$ cat src/logic/fprps_pkg.sv
// Constants, types and timing for the fuse PROM programming controller
// Operation
// - One link per cycle; select high first
// - Raise select to gate level to fuse
// - After pulse: drop supply, enable, sense output
// - First pulse lasts 50 to 100 us
// - Retry pulses between 5 and 15 ms
// - Stop device after 400 ms on one link
// - Repeat link by link until all ones set
// - Limit device pulse time to 5 s
// - Over budget: remove all power 5 s
// - Finally read all words sequentially and compare
// - Edge spacings above 100 ns, at most 1 us
// - Programmer picks verify interval, reads output
package fprps_pkg;

    ////////////////////////////////////////////////////////////////////
    // Array geometry
    localparam int ADDR_W = 12;                  // Word select lines
    localparam int DATA_W = 8;                   // Stored bits per word
    localparam int BIT_W = 3;                    // Bit index width
    localparam logic [ADDR_W-1:0] ADDR_LAST = 12'hfff; // Last word
    localparam logic [ADDR_W-1:0] ADDR_FIRST = 12'h000; // First word

    ////////////////////////////////////////////////////////////////////
    // Times as printed, and derived cycle counts
    localparam int CLK_KHZ = 20000;              // System clock rate
    localparam int EDGE_MIN_NS = 100;            // Edge spacing, exceeded
    localparam int EDGE_MAX_NS = 1000;           // Edge spacing ceiling
    localparam int FIRST_MIN_US = 50;            // First pulse, least
    localparam int FIRST_MAX_US = 100;           // First pulse, most
    localparam int RETRY_MIN_MS = 5;             // Retry pulse, least
    localparam int RETRY_MAX_MS = 15;            // Retry pulse, most
    localparam int LINK_LIMIT_MS = 400;          // Time budget per link
    localparam int HEAT_LIMIT_MS = 5000;         // Device heating budget
    localparam int COOL_MS = 5000;               // Power-off cool down
    localparam int VERIFY_NS = 1000;             // Chosen verify interval

    localparam int EDGE_CYC_I = EDGE_MIN_NS * CLK_KHZ / 1000000 + 1;
    localparam int FIRST_CYC_I = (FIRST_MIN_US * CLK_KHZ + 999) / 1000;
    localparam int VERIFY_CYC_I = VERIFY_NS * CLK_KHZ / 1000000;

    localparam logic [31:0] EDGE_CYC = 32'(EDGE_CYC_I);
    localparam logic [31:0] FIRST_CYC = 32'(FIRST_CYC_I);
    localparam logic [31:0] VERIFY_CYC = 32'(VERIFY_CYC_I);
    localparam logic [31:0] RETRY_CYC_DEF = 32'(RETRY_MIN_MS * CLK_KHZ);
    localparam logic [31:0] LINK_CYC_DEF = 32'(LINK_LIMIT_MS * CLK_KHZ);
    localparam logic [31:0] HEAT_CYC_DEF = 32'(HEAT_LIMIT_MS * CLK_KHZ);
    localparam logic [31:0] COOL_CYC_DEF = 32'(COOL_MS * CLK_KHZ);
    localparam logic [31:0] ONE_32 = 32'h0000_0001;
    localparam logic [31:0] ZERO_32 = 32'h0000_0000;

    ////////////////////////////////////////////////////////////////////
    // Sequencer states
    typedef enum logic [3:0] {
        ST_IDLE,
        ST_READ,
        ST_DESEL,
        ST_VOP_ON,
        ST_PULSE,
        ST_GATE_OFF,
        ST_VOP_OFF,
        ST_COOL,
        ST_DONE,
        ST_FAIL
    } fprps_state_e;

    // Outcome codes
    typedef enum logic [1:0] {
        RES_NONE,
        RES_EXTRA,      // Unwanted high bit found
        RES_LINK,       // Link would not open in time
        RES_VERIFY      // Final sequential compare failed
    } fprps_res_e;

    ////////////////////////////////////////////////////////////////////
    // Pin drive toward the programming front end
    typedef struct packed {
        logic [ADDR_W-1:0] word_select_lines;     // Address to device
        logic active_low_select_program_gate;     // Logic level, low=select
        logic program_gate_hv;                    // Lift select to gate level
        logic active_high_select;                 // Second select
        logic [DATA_W-1:0] output_programming_level; // Fuse supply per bit
        logic supply_en;                          // Device main supply
    } fprps_pins_s;

    // Status toward the user
    typedef struct packed {
        logic busy;                               // Sequence running
        logic done;                               // All words verified
        logic fail;                               // Stopped on error
        fprps_res_e code;                         // Why it stopped
        logic [ADDR_W-1:0] fail_addr;             // Word at fault
    } fprps_stat_s;

endpackage

$ cat src/logic/fprps_timer.sv
// Down counter that times one waiting interval of the sequencer
`timescale 1ns/1ps
module fprps_timer (
    input wire logic sys_clk_i,
    input wire logic sys_rst_i,
    input wire logic ce_i,
    input wire logic load_i,
    input wire logic [31:0] len_i,
    output logic expired_o
);
    import fprps_pkg::*;

    // All state of the timer
    typedef struct packed {
        logic [31:0] cnt;   // Cycles still to wait
    } fprps_tmr_s;

    fprps_tmr_s cur_ff;
    fprps_tmr_s nxt_cur;

    // Interval ends when the count has run out
    assign expired_o = (cur_ff.cnt == ZERO_32);

    ////////////////////////////////////////////////////////////////////
    // Load len-1 so an interval lasts len cycles, else count down
    always_comb begin
        nxt_cur = cur_ff;
        if (load_i) begin
            nxt_cur.cnt = len_i - ONE_32;
        end else if (cur_ff.cnt != ZERO_32) begin
            nxt_cur.cnt = cur_ff.cnt - ONE_32;
        end
    end

    // Register with synchronous reset, frozen while clock enable low
    always_ff @(posedge sys_clk_i) begin
        if (sys_rst_i) begin
            cur_ff <= '0;
        end else if (ce_i) begin
            cur_ff <= nxt_cur;
        end
    end

endmodule

$ cat src/logic/fprps_prog_ctrl.sv
// Programmer that fuses links in the PROM and verifies every word
`timescale 1ns/1ps
module fprps_prog_ctrl #(
    parameter logic [31:0] RETRY_CYC = fprps_pkg::RETRY_CYC_DEF,
    parameter logic [31:0] LINK_CYC = fprps_pkg::LINK_CYC_DEF,
    parameter logic [31:0] HEAT_CYC = fprps_pkg::HEAT_CYC_DEF,
    parameter logic [31:0] COOL_CYC = fprps_pkg::COOL_CYC_DEF
) (
    input wire logic sys_clk_i,
    input wire logic sys_rst_i,
    input wire logic ce_i,
    input wire logic start_i,
    input wire logic [fprps_pkg::DATA_W-1:0] pat_data_i,
    input wire logic [fprps_pkg::DATA_W-1:0] stored_bit_outputs_i,
    output logic [fprps_pkg::ADDR_W-1:0] pat_addr_o,
    output fprps_pkg::fprps_pins_s pins_o,
    output fprps_pkg::fprps_stat_s stat_o
);
    import fprps_pkg::*;

    ////////////////////////////////////////////////////////////////////
    // All state of the controller
    typedef struct packed {
        fprps_state_e st;               // Sequencer state
        logic verify_ph;                // Final compare pass running
        logic [DATA_W-1:0] sync1;       // First synchroniser stage
        logic [DATA_W-1:0] sync2;       // Second synchroniser stage
        logic [BIT_W-1:0] cur_bit;      // Link being fused
        logic cur_valid;                // A link is in progress
        logic first;                    // Next pulse is the first one
        logic [31:0] link_acc;          // Pulse cycles on this link
        logic [31:0] heat_acc;          // Pulse cycles on this device
        logic [ADDR_W-1:0] keep_adr;    // Word resumed after cool down
        fprps_pins_s pins;              // Pin drive
        fprps_stat_s stat;              // User status
    } fprps_ctl_s;

    fprps_ctl_s cur_ff;
    fprps_ctl_s nxt_cur;

    logic tmr_load;                     // Start a new interval
    logic [31:0] tmr_len;               // Its length in cycles
    logic tmr_exp;                      // Interval over
    logic [DATA_W-1:0] need;            // Ones still to be fused
    logic [DATA_W-1:0] extra;           // Ones that should be zero
    logic [BIT_W-1:0] low_bit;          // Lowest bit still needed
    logic [31:0] pulse_len;             // Length of next pulse

    ////////////////////////////////////////////////////////////////////
    // Interval timer
    fprps_timer u_timer (
        .sys_clk_i(sys_clk_i),
        .sys_rst_i(sys_rst_i),
        .ce_i(ce_i),
        .load_i(tmr_load),
        .len_i(tmr_len),
        .expired_o(tmr_exp)
    );

    // Registered outputs
    assign pins_o = cur_ff.pins;
    assign stat_o = cur_ff.stat;
    assign pat_addr_o = cur_ff.pins.word_select_lines;

    ////////////////////////////////////////////////////////////////////
    // Compare sensed word with pattern; intact links read low
    always_comb begin
        need = pat_data_i & ~cur_ff.sync2;
        extra = cur_ff.sync2 & ~pat_data_i;
        low_bit = '0;
        for (int i = DATA_W - 1; i >= 0; i--) begin
            if (need[i]) begin
                low_bit = BIT_W'(i);
            end
        end
        // Short first pulse, long retries
        if (cur_ff.first || !cur_ff.cur_valid ||
            low_bit != cur_ff.cur_bit) begin
            pulse_len = FIRST_CYC;
        end else begin
            pulse_len = RETRY_CYC;
        end
    end

    ////////////////////////////////////////////////////////////////////
    // Sequencer
    always_comb begin
        nxt_cur = cur_ff;
        tmr_load = 1'b0;
        tmr_len = EDGE_CYC;
        // Pins sampled through two flops before use
        nxt_cur.sync1 = stored_bit_outputs_i;
        nxt_cur.sync2 = cur_ff.sync1;
        case (cur_ff.st)
            ST_IDLE, ST_DONE, ST_FAIL: begin
                // Parked: supply on, chip deselected
                if (start_i) begin
                    nxt_cur.st = ST_READ;
                    nxt_cur.verify_ph = 1'b0;
                    nxt_cur.cur_valid = 1'b0;
                    nxt_cur.first = 1'b1;
                    nxt_cur.link_acc = ZERO_32;
                    nxt_cur.heat_acc = ZERO_32;
                    nxt_cur.pins.word_select_lines = ADDR_FIRST;
                    nxt_cur.pins.active_low_select_program_gate = 1'b0;
                    nxt_cur.pins.active_high_select = 1'b1;
                    nxt_cur.stat = '0;
                    nxt_cur.stat.busy = 1'b1;
                    tmr_load = 1'b1;
                    tmr_len = VERIFY_CYC;
                end
            end
            ST_READ: begin
                // Chip enabled, sense at end of verify interval
                if (tmr_exp) begin
                    if (cur_ff.verify_ph) begin
                        // Sequential compare of all words
                        if (cur_ff.sync2 != pat_data_i) begin
                            nxt_cur.st = ST_FAIL;
                            nxt_cur.stat.code = RES_VERIFY;
                        end
                    end else if (extra != '0) begin
                        // Unwanted link found open
                        nxt_cur.st = ST_FAIL;
                        nxt_cur.stat.code = RES_EXTRA;
                    end else if (need != '0) begin
                        if (cur_ff.cur_valid && low_bit == cur_ff.cur_bit &&
                            cur_ff.link_acc >= LINK_CYC) begin
                            // Link will not open: stop device
                            nxt_cur.st = ST_FAIL;
                            nxt_cur.stat.code = RES_LINK;
                        end else if (cur_ff.heat_acc + pulse_len
                            > HEAT_CYC) begin
                            // Heating budget spent: cool down
                            nxt_cur.st = ST_COOL;
                            nxt_cur.pins.supply_en = 1'b0;
                            nxt_cur.pins.active_low_select_program_gate = 1'b0;
                            nxt_cur.pins.active_high_select = 1'b0;
                            nxt_cur.keep_adr = cur_ff.pins.word_select_lines;
                            nxt_cur.pins.word_select_lines = '0;
                            tmr_load = 1'b1;
                            tmr_len = COOL_CYC;
                        end else begin
                            // One link at a time, deselect first
                            if (!cur_ff.cur_valid ||
                                low_bit != cur_ff.cur_bit) begin
                                nxt_cur.link_acc = ZERO_32;
                                nxt_cur.first = 1'b1;
                            end
                            nxt_cur.cur_bit = low_bit;
                            nxt_cur.cur_valid = 1'b1;
                            nxt_cur.st = ST_DESEL;
                            nxt_cur.pins.active_low_select_program_gate = 1'b1;
                            tmr_load = 1'b1;
                            tmr_len = EDGE_CYC;
                        end
                    end
                    // Word complete: move on to the next word
                    if ((cur_ff.verify_ph && cur_ff.sync2 == pat_data_i) ||
                        (!cur_ff.verify_ph && extra == '0 && need == '0)) begin
                        nxt_cur.cur_valid = 1'b0;
                        nxt_cur.first = 1'b1;
                        nxt_cur.link_acc = ZERO_32;
                        tmr_load = 1'b1;
                        tmr_len = VERIFY_CYC;
                        if (cur_ff.pins.word_select_lines != ADDR_LAST) begin
                            nxt_cur.pins.word_select_lines =
                                cur_ff.pins.word_select_lines + 1'b1;
                        end else if (!cur_ff.verify_ph) begin
                            nxt_cur.verify_ph = 1'b1;
                            nxt_cur.pins.word_select_lines = ADDR_FIRST;
                        end else begin
                            nxt_cur.st = ST_DONE;
                            nxt_cur.stat.done = 1'b1;
                            tmr_load = 1'b0;
                        end
                    end
                    if (nxt_cur.st == ST_FAIL) begin
                        nxt_cur.stat.fail = 1'b1;
                        nxt_cur.stat.fail_addr = cur_ff.pins.word_select_lines;
                    end
                end
            end
            ST_DESEL: begin
                // Select high settled: apply fuse supply to one output
                if (tmr_exp) begin
                    nxt_cur.st = ST_VOP_ON;
                    nxt_cur.pins.output_programming_level =
                        DATA_W'(1) << cur_ff.cur_bit;
                    tmr_load = 1'b1;
                    tmr_len = EDGE_CYC;
                end
            end
            ST_VOP_ON: begin
                // Raise select to gate level for the pulse
                if (tmr_exp) begin
                    nxt_cur.st = ST_PULSE;
                    nxt_cur.pins.program_gate_hv = 1'b1;
                    tmr_load = 1'b1;
                    tmr_len = cur_ff.first ? FIRST_CYC : RETRY_CYC;
                end
            end
            ST_PULSE: begin
                // Count pulse time per link and device
                nxt_cur.link_acc = cur_ff.link_acc + ONE_32;
                nxt_cur.heat_acc = cur_ff.heat_acc + ONE_32;
                if (tmr_exp) begin
                    nxt_cur.st = ST_GATE_OFF;
                    nxt_cur.pins.program_gate_hv = 1'b0;
                    tmr_load = 1'b1;
                    tmr_len = EDGE_CYC;
                end
            end
            ST_GATE_OFF: begin
                // Remove fuse supply after gate drops
                if (tmr_exp) begin
                    nxt_cur.st = ST_VOP_OFF;
                    nxt_cur.pins.output_programming_level = '0;
                    tmr_load = 1'b1;
                    tmr_len = EDGE_CYC;
                end
            end
            ST_VOP_OFF: begin
                // Enable chip, address unchanged, then sense
                if (tmr_exp) begin
                    nxt_cur.st = ST_READ;
                    nxt_cur.first = 1'b0;
                    nxt_cur.pins.active_low_select_program_gate = 1'b0;
                    tmr_load = 1'b1;
                    tmr_len = VERIFY_CYC;
                end
            end
            ST_COOL: begin
                // All power off for the cool-down time
                if (tmr_exp) begin
                    nxt_cur.st = ST_READ;
                    nxt_cur.heat_acc = ZERO_32;
                    nxt_cur.pins.supply_en = 1'b1;
                    nxt_cur.pins.active_high_select = 1'b1;
                    nxt_cur.pins.word_select_lines = cur_ff.keep_adr;
                    tmr_load = 1'b1;
                    tmr_len = VERIFY_CYC;
                end
            end
            default: begin
                nxt_cur.st = ST_IDLE;
            end
        endcase
        // Parked states release the chip and drop busy
        if (nxt_cur.st == ST_DONE || nxt_cur.st == ST_FAIL) begin
            nxt_cur.stat.busy = 1'b0;
            nxt_cur.pins.active_low_select_program_gate = 1'b1;
            nxt_cur.pins.active_high_select = 1'b0;
        end
    end

    ////////////////////////////////////////////////////////////////////
    // State register, synchronous reset, frozen while clock enable low
    always_ff @(posedge sys_clk_i) begin
        if (sys_rst_i) begin
            cur_ff <= '0;
            cur_ff.st <= ST_IDLE;
            cur_ff.first <= 1'b1;
            cur_ff.pins.active_low_select_program_gate <= 1'b1;
            cur_ff.pins.supply_en <= 1'b1;
        end else if (ce_i) begin
            cur_ff <= nxt_cur;
        end
    end

endmodule

$ cat config.mk
export PLATFORM = sky130hd
export DESIGN_NAME = fprps_prog_ctrl
export DESIGN_NICKNAME = d
export VERILOG_FILES = /design/src/logic/fprps_pkg.sv /design/src/logic/fprps_timer.sv /design/src/logic/fprps_prog_ctrl.sv
export SDC_FILE = /design/constraint.sdc
export NUM_CORES = 1
export LEC_CHECK = 0
export BUFFER_PORTS_ARGS = -buffer_cell sky130_fd_sc_hd__buf_2
export CORE_MARGIN = 2
export CORE_UTILIZATION = 45
export DETAILED_ROUTE_END_ITERATION = 10
export GPL_TIMING_DRIVEN = 0
export PLACE_DENSITY = 0.62
export RECOVER_POWER = 25
export SLEW_MARGIN = 20
export SYNTH_ARGS = -nofsm -noshare
export SYNTH_HDL_FRONTEND = slang
export SYNTH_SLANG_ARGS = --single-unit
export TNS_END_PERCENT = 50
$ cat constraint.sdc
create_clock -name sys_clk_i -period 7.65 [get_ports sys_clk_i]
set_clock_uncertainty 0.2 [all_clocks]
set_input_delay 1.53 -clock sys_clk_i [delete_from_list [all_inputs] [get_ports sys_clk_i]]
set_output_delay 1.53 -clock sys_clk_i [all_outputs]
set_load 0.02 [all_outputs]
==> impl_metrics.py <==
metrics = {
    "status": {
        "outcome": "complete, no violations",
    },
    "floorplan": {
        "ioPinCount": 73,
        "die_x_um": 158.0,
        "die_y_um": 158.0,
        "fp.dieArea_um2": 24970,
        "std_cell_rows": 56,
        "start_util": 0.4561,
        "core-area_um2": 23400,
    },
    "cells_and_area": {
        "fin_area_um2": 12370,
        "nFillCells": 2333,
        "fin_cells": 1831,
        "drive_above_1_share": 0.1389,
        "final_nets": 1548,
        "syn_to_final_growth_pct": 15.88,
        "diodes": 0,
    },
    "clock_tree": {
        "clk_latency_ns": 0.45,
        "cts_tree": "yes",
        "clk_path_buf_depth": 2,
        "cts_sinks": 175,
        "clk_pin_slew_ns": 0.08,
        "cts.htree.levels": 4,
        "cts_hold_buf": 0,
        "cts_buffers": 17,
        "cts_root_buffer": "clkbuf_16",
    },
    "route": {
        "vias": 10650,
        "antenna_left": 0,
        "wirelength_um": 30760,
        "drtIter0Drc": 816,
        "via_per_inst": 5.818,
        "wl_per_cell_um": 16.80,
        "drt-pass1-iter-count": 6,
        "route.detailed.drc": 0,
    },
    "setup_path": {
        "path_class": "in -> reg",
        "crit_arrival_ns": 7.71,
        "reg2reg_to": "u_timer.cur_ff[12]",
        "r2r-start": "cur_ff[122]",
        "worst_ep_required_time_ns": 7.80,
        "start_kind": "primary input",
        "cpMaxStageDelayCell": "or4_4",
        "path_max_fanout": 6,
        "regToRegSetupSlack_ns": 0.87,
        "endpoint_kind": "register",
        "rr_worst_depth": 27,
        "slowest_delay_ns": 0.57,
    },
    "timing": {
        "post-route-period-util": 0.9882,
        "setup_tns_ns": 0,
        "timing.final.ws_setup_ns": 0.09005,
        "min_period_ns": 7.560,
        "drv_slew": 0,
        "hold-worst-slack_ns": 0.2538,
        "slew_headroom": 0.3846,
        "finalHoldViolCount": 0,
        "max_freq_ghz": 0.1323,
        "setup_viol": 0,
        "worst_pin_slew_ns": 0.9147,
    },
    "yosys": {
        "async_reset_ff_frac": 0,
        "synth_top_area_cell": "dfxtp_1",
        "yosys_warnings": 0,
        "synthTopCellsByArea": "dfxtp_1 (33%), nor2_1 (6.3%), a21oi_1 (5.2%)",
        "synth_most_common_cell": "nor2_1",
        "synth_top_area_share": 0.3282,
        "synth-edff-count": 0,
        "synth_nets": 1441,
        "synth_cells": 1392,
        "seq_area_frac_synth": 0.3282,
        "netlist_area_um2": 10670,
        "avgSynthCellArea_um2": 7.668,
        "synth_cell_type_count": 77,
        "synth_ff_type": "dfxtp_1",
        "synth-seq-cells": 175,
        "synthTopCellsByCount": "nor2_1 (179), dfxtp_1 (175), nand2_1 (117)",
    },
    "global_routing": {
        "grt_overflow": 0,
        "globalRouteTotalUtil": 0.2435,
        "grt_max_degree": 20,
        "antenna_found_initial": 0,
        "grt_pass1_vias": 9511,
        "grt_pass1_wl_um": 48990,
    },
    "place": {
        "dp.cells": 1782,
        "dp_slack_ns": -1.440,
        "post_dp_cell_area_um2": 11440,
        "hpwl_um": 21760,
        "place.port_buffers": 71,
        "gp_congestion": 0.9948,
    },
    "hold_path": {
        "hp-start": "stat_o[9]",
        "whs_endpoint": "stat_o[9]",
        "hold_depth": 2,
        "hp-class": "reg -> reg",
    },
    "power_and_ir_drop": {
        "ir_worst_vdd_mv": 0.1483,
        "p_leak_uw": 0.004657,
        "powerDensity_nw_per_um2": 250.6,
    },
    "flow_run": {
        "drv_cap": 0,
    },
}
## cells by family after synthesis
group / after synthesis / share of synthesized area
DFF: 175 / 0.3282
adders and majority gates: 29 / 0.03399
AOI/OAI and AO/OA: 343 / 0.2087
buffers and inverters: 166 / 0.07983
and+or+nand+nor: 586 / 0.2687
muxes: 37 / 0.03470
xor gates and xnor gates: 56 / 0.04595
## worst max path at each step
stage,start,cells after the start,endpoint
2_1_floorplan,pat_data_i[0],26,u_timer.cur_ff[12]
3_3_place_gp,pat_data_i[0],28,u_timer.cur_ff[12]
3_5_place_dp,pat_data_i[0],28,u_timer.cur_ff[12]
4_1_cts,pat_data_i[2],29,u_timer.cur_ff[12]
5_1_grt,pat_data_i[3],27,u_timer.cur_ff[12]
6_report,pat_data_i[3],27,u_timer.cur_ff[12]
## cell usage in the layout (no fill, tap or decap), types with 18 or more instances in the layout
cell / netlist / layout
a21oi_1: 110 / 110
o21ai_0: 77 / 71
dfxtp_1: 175 / 175
inv_1: 38 / 37
nand2_1: 117 / 116
or3_1: 29 / 29
mux2i_1: 37 / 36
xor2_1: 19 / 19
nor2_1: 179 / 177
buf_4: 54 / 54
nand4_1: 28 / 28
ha_1: 29 / 21
nand3_1: 71 / 68
xnor2_1: 37 / 37
clkbuf_1: 60 / 95
nor3_1: 45 / 43
clkbuf_4: 0 / 18
buf_2: 9 / 43
## sequential cells by signal, indices dropped and copies added (netlist names)
signal,cells
cur_ff,102
pins_o,12
pat_addr_o,12
stat_o,17
u_timer.cur_ff,32
## per-layer routing
layer,track usage,part of all wire
met1,0.3366,0.46
met2,0.3824,0.45
met3,0.03531,0.062
met4,0.09610,0.025
met5,0,0
## power breakdown
| group | internal, uW | switching [uW] |
|---|---|---|
| sequential | 986 | 86.5 |
| combinational | 413 | 730 |
| clock | 441 | 442 |
| total | 1840 | 1260 |
## worst max-delay path: cells and delay by family
kind,cells,cell delay [ns]
and+or+nand+nor,13,3.20
AOI/OAI and AO/OA,9,2.07
adders and majority gates,3,0.68
buffers and inverters,2,0.23
## what timing repair did
action | 4_1_cts | 5_1_grt
resized for setup | 19 | 43
setup endpoints to repair | 20 | 56
buffers inserted | 8 | 10
pin swaps | 7 | 19
endpoints found under the hold margin | 0 | 0
## layout make-up
| class | instances | area, um^2 | share of cell area |
|---|---|---|---|
| Inverter | 38 | 142.6 | 0.01153 |
| Clock buffer | 17 | 425.4 | 0.03439 |
| Buffer | 127 | 713.2 | 0.05766 |
| Tap cell | 319 | 399.1 | 0.03227 |
| Timing Repair Buffer | 89 | 445.4 | 0.03601 |
| Sequential cell | 175 | 3503 | 0.2832 |
| Multi-Input combinational cell | 1051 | 6568 | 0.5310 |
| Clock inverter | 15 | 172.7 | 0.01396 |
## metrics by stage
| step | total power, uW | utilization |
|---|---|---|
| CTS | 3034 | 0.5199 |
| finish | 3099 | 0.5286 |
| global route | 3264 | 0.5286 |
| detailed placement | 2121 | 0.4890 |
| global placement | 2107 | 0.4890 |
| floorplan | 1843 | - |
No activity file was read; power rests on OpenSTA's default activity.
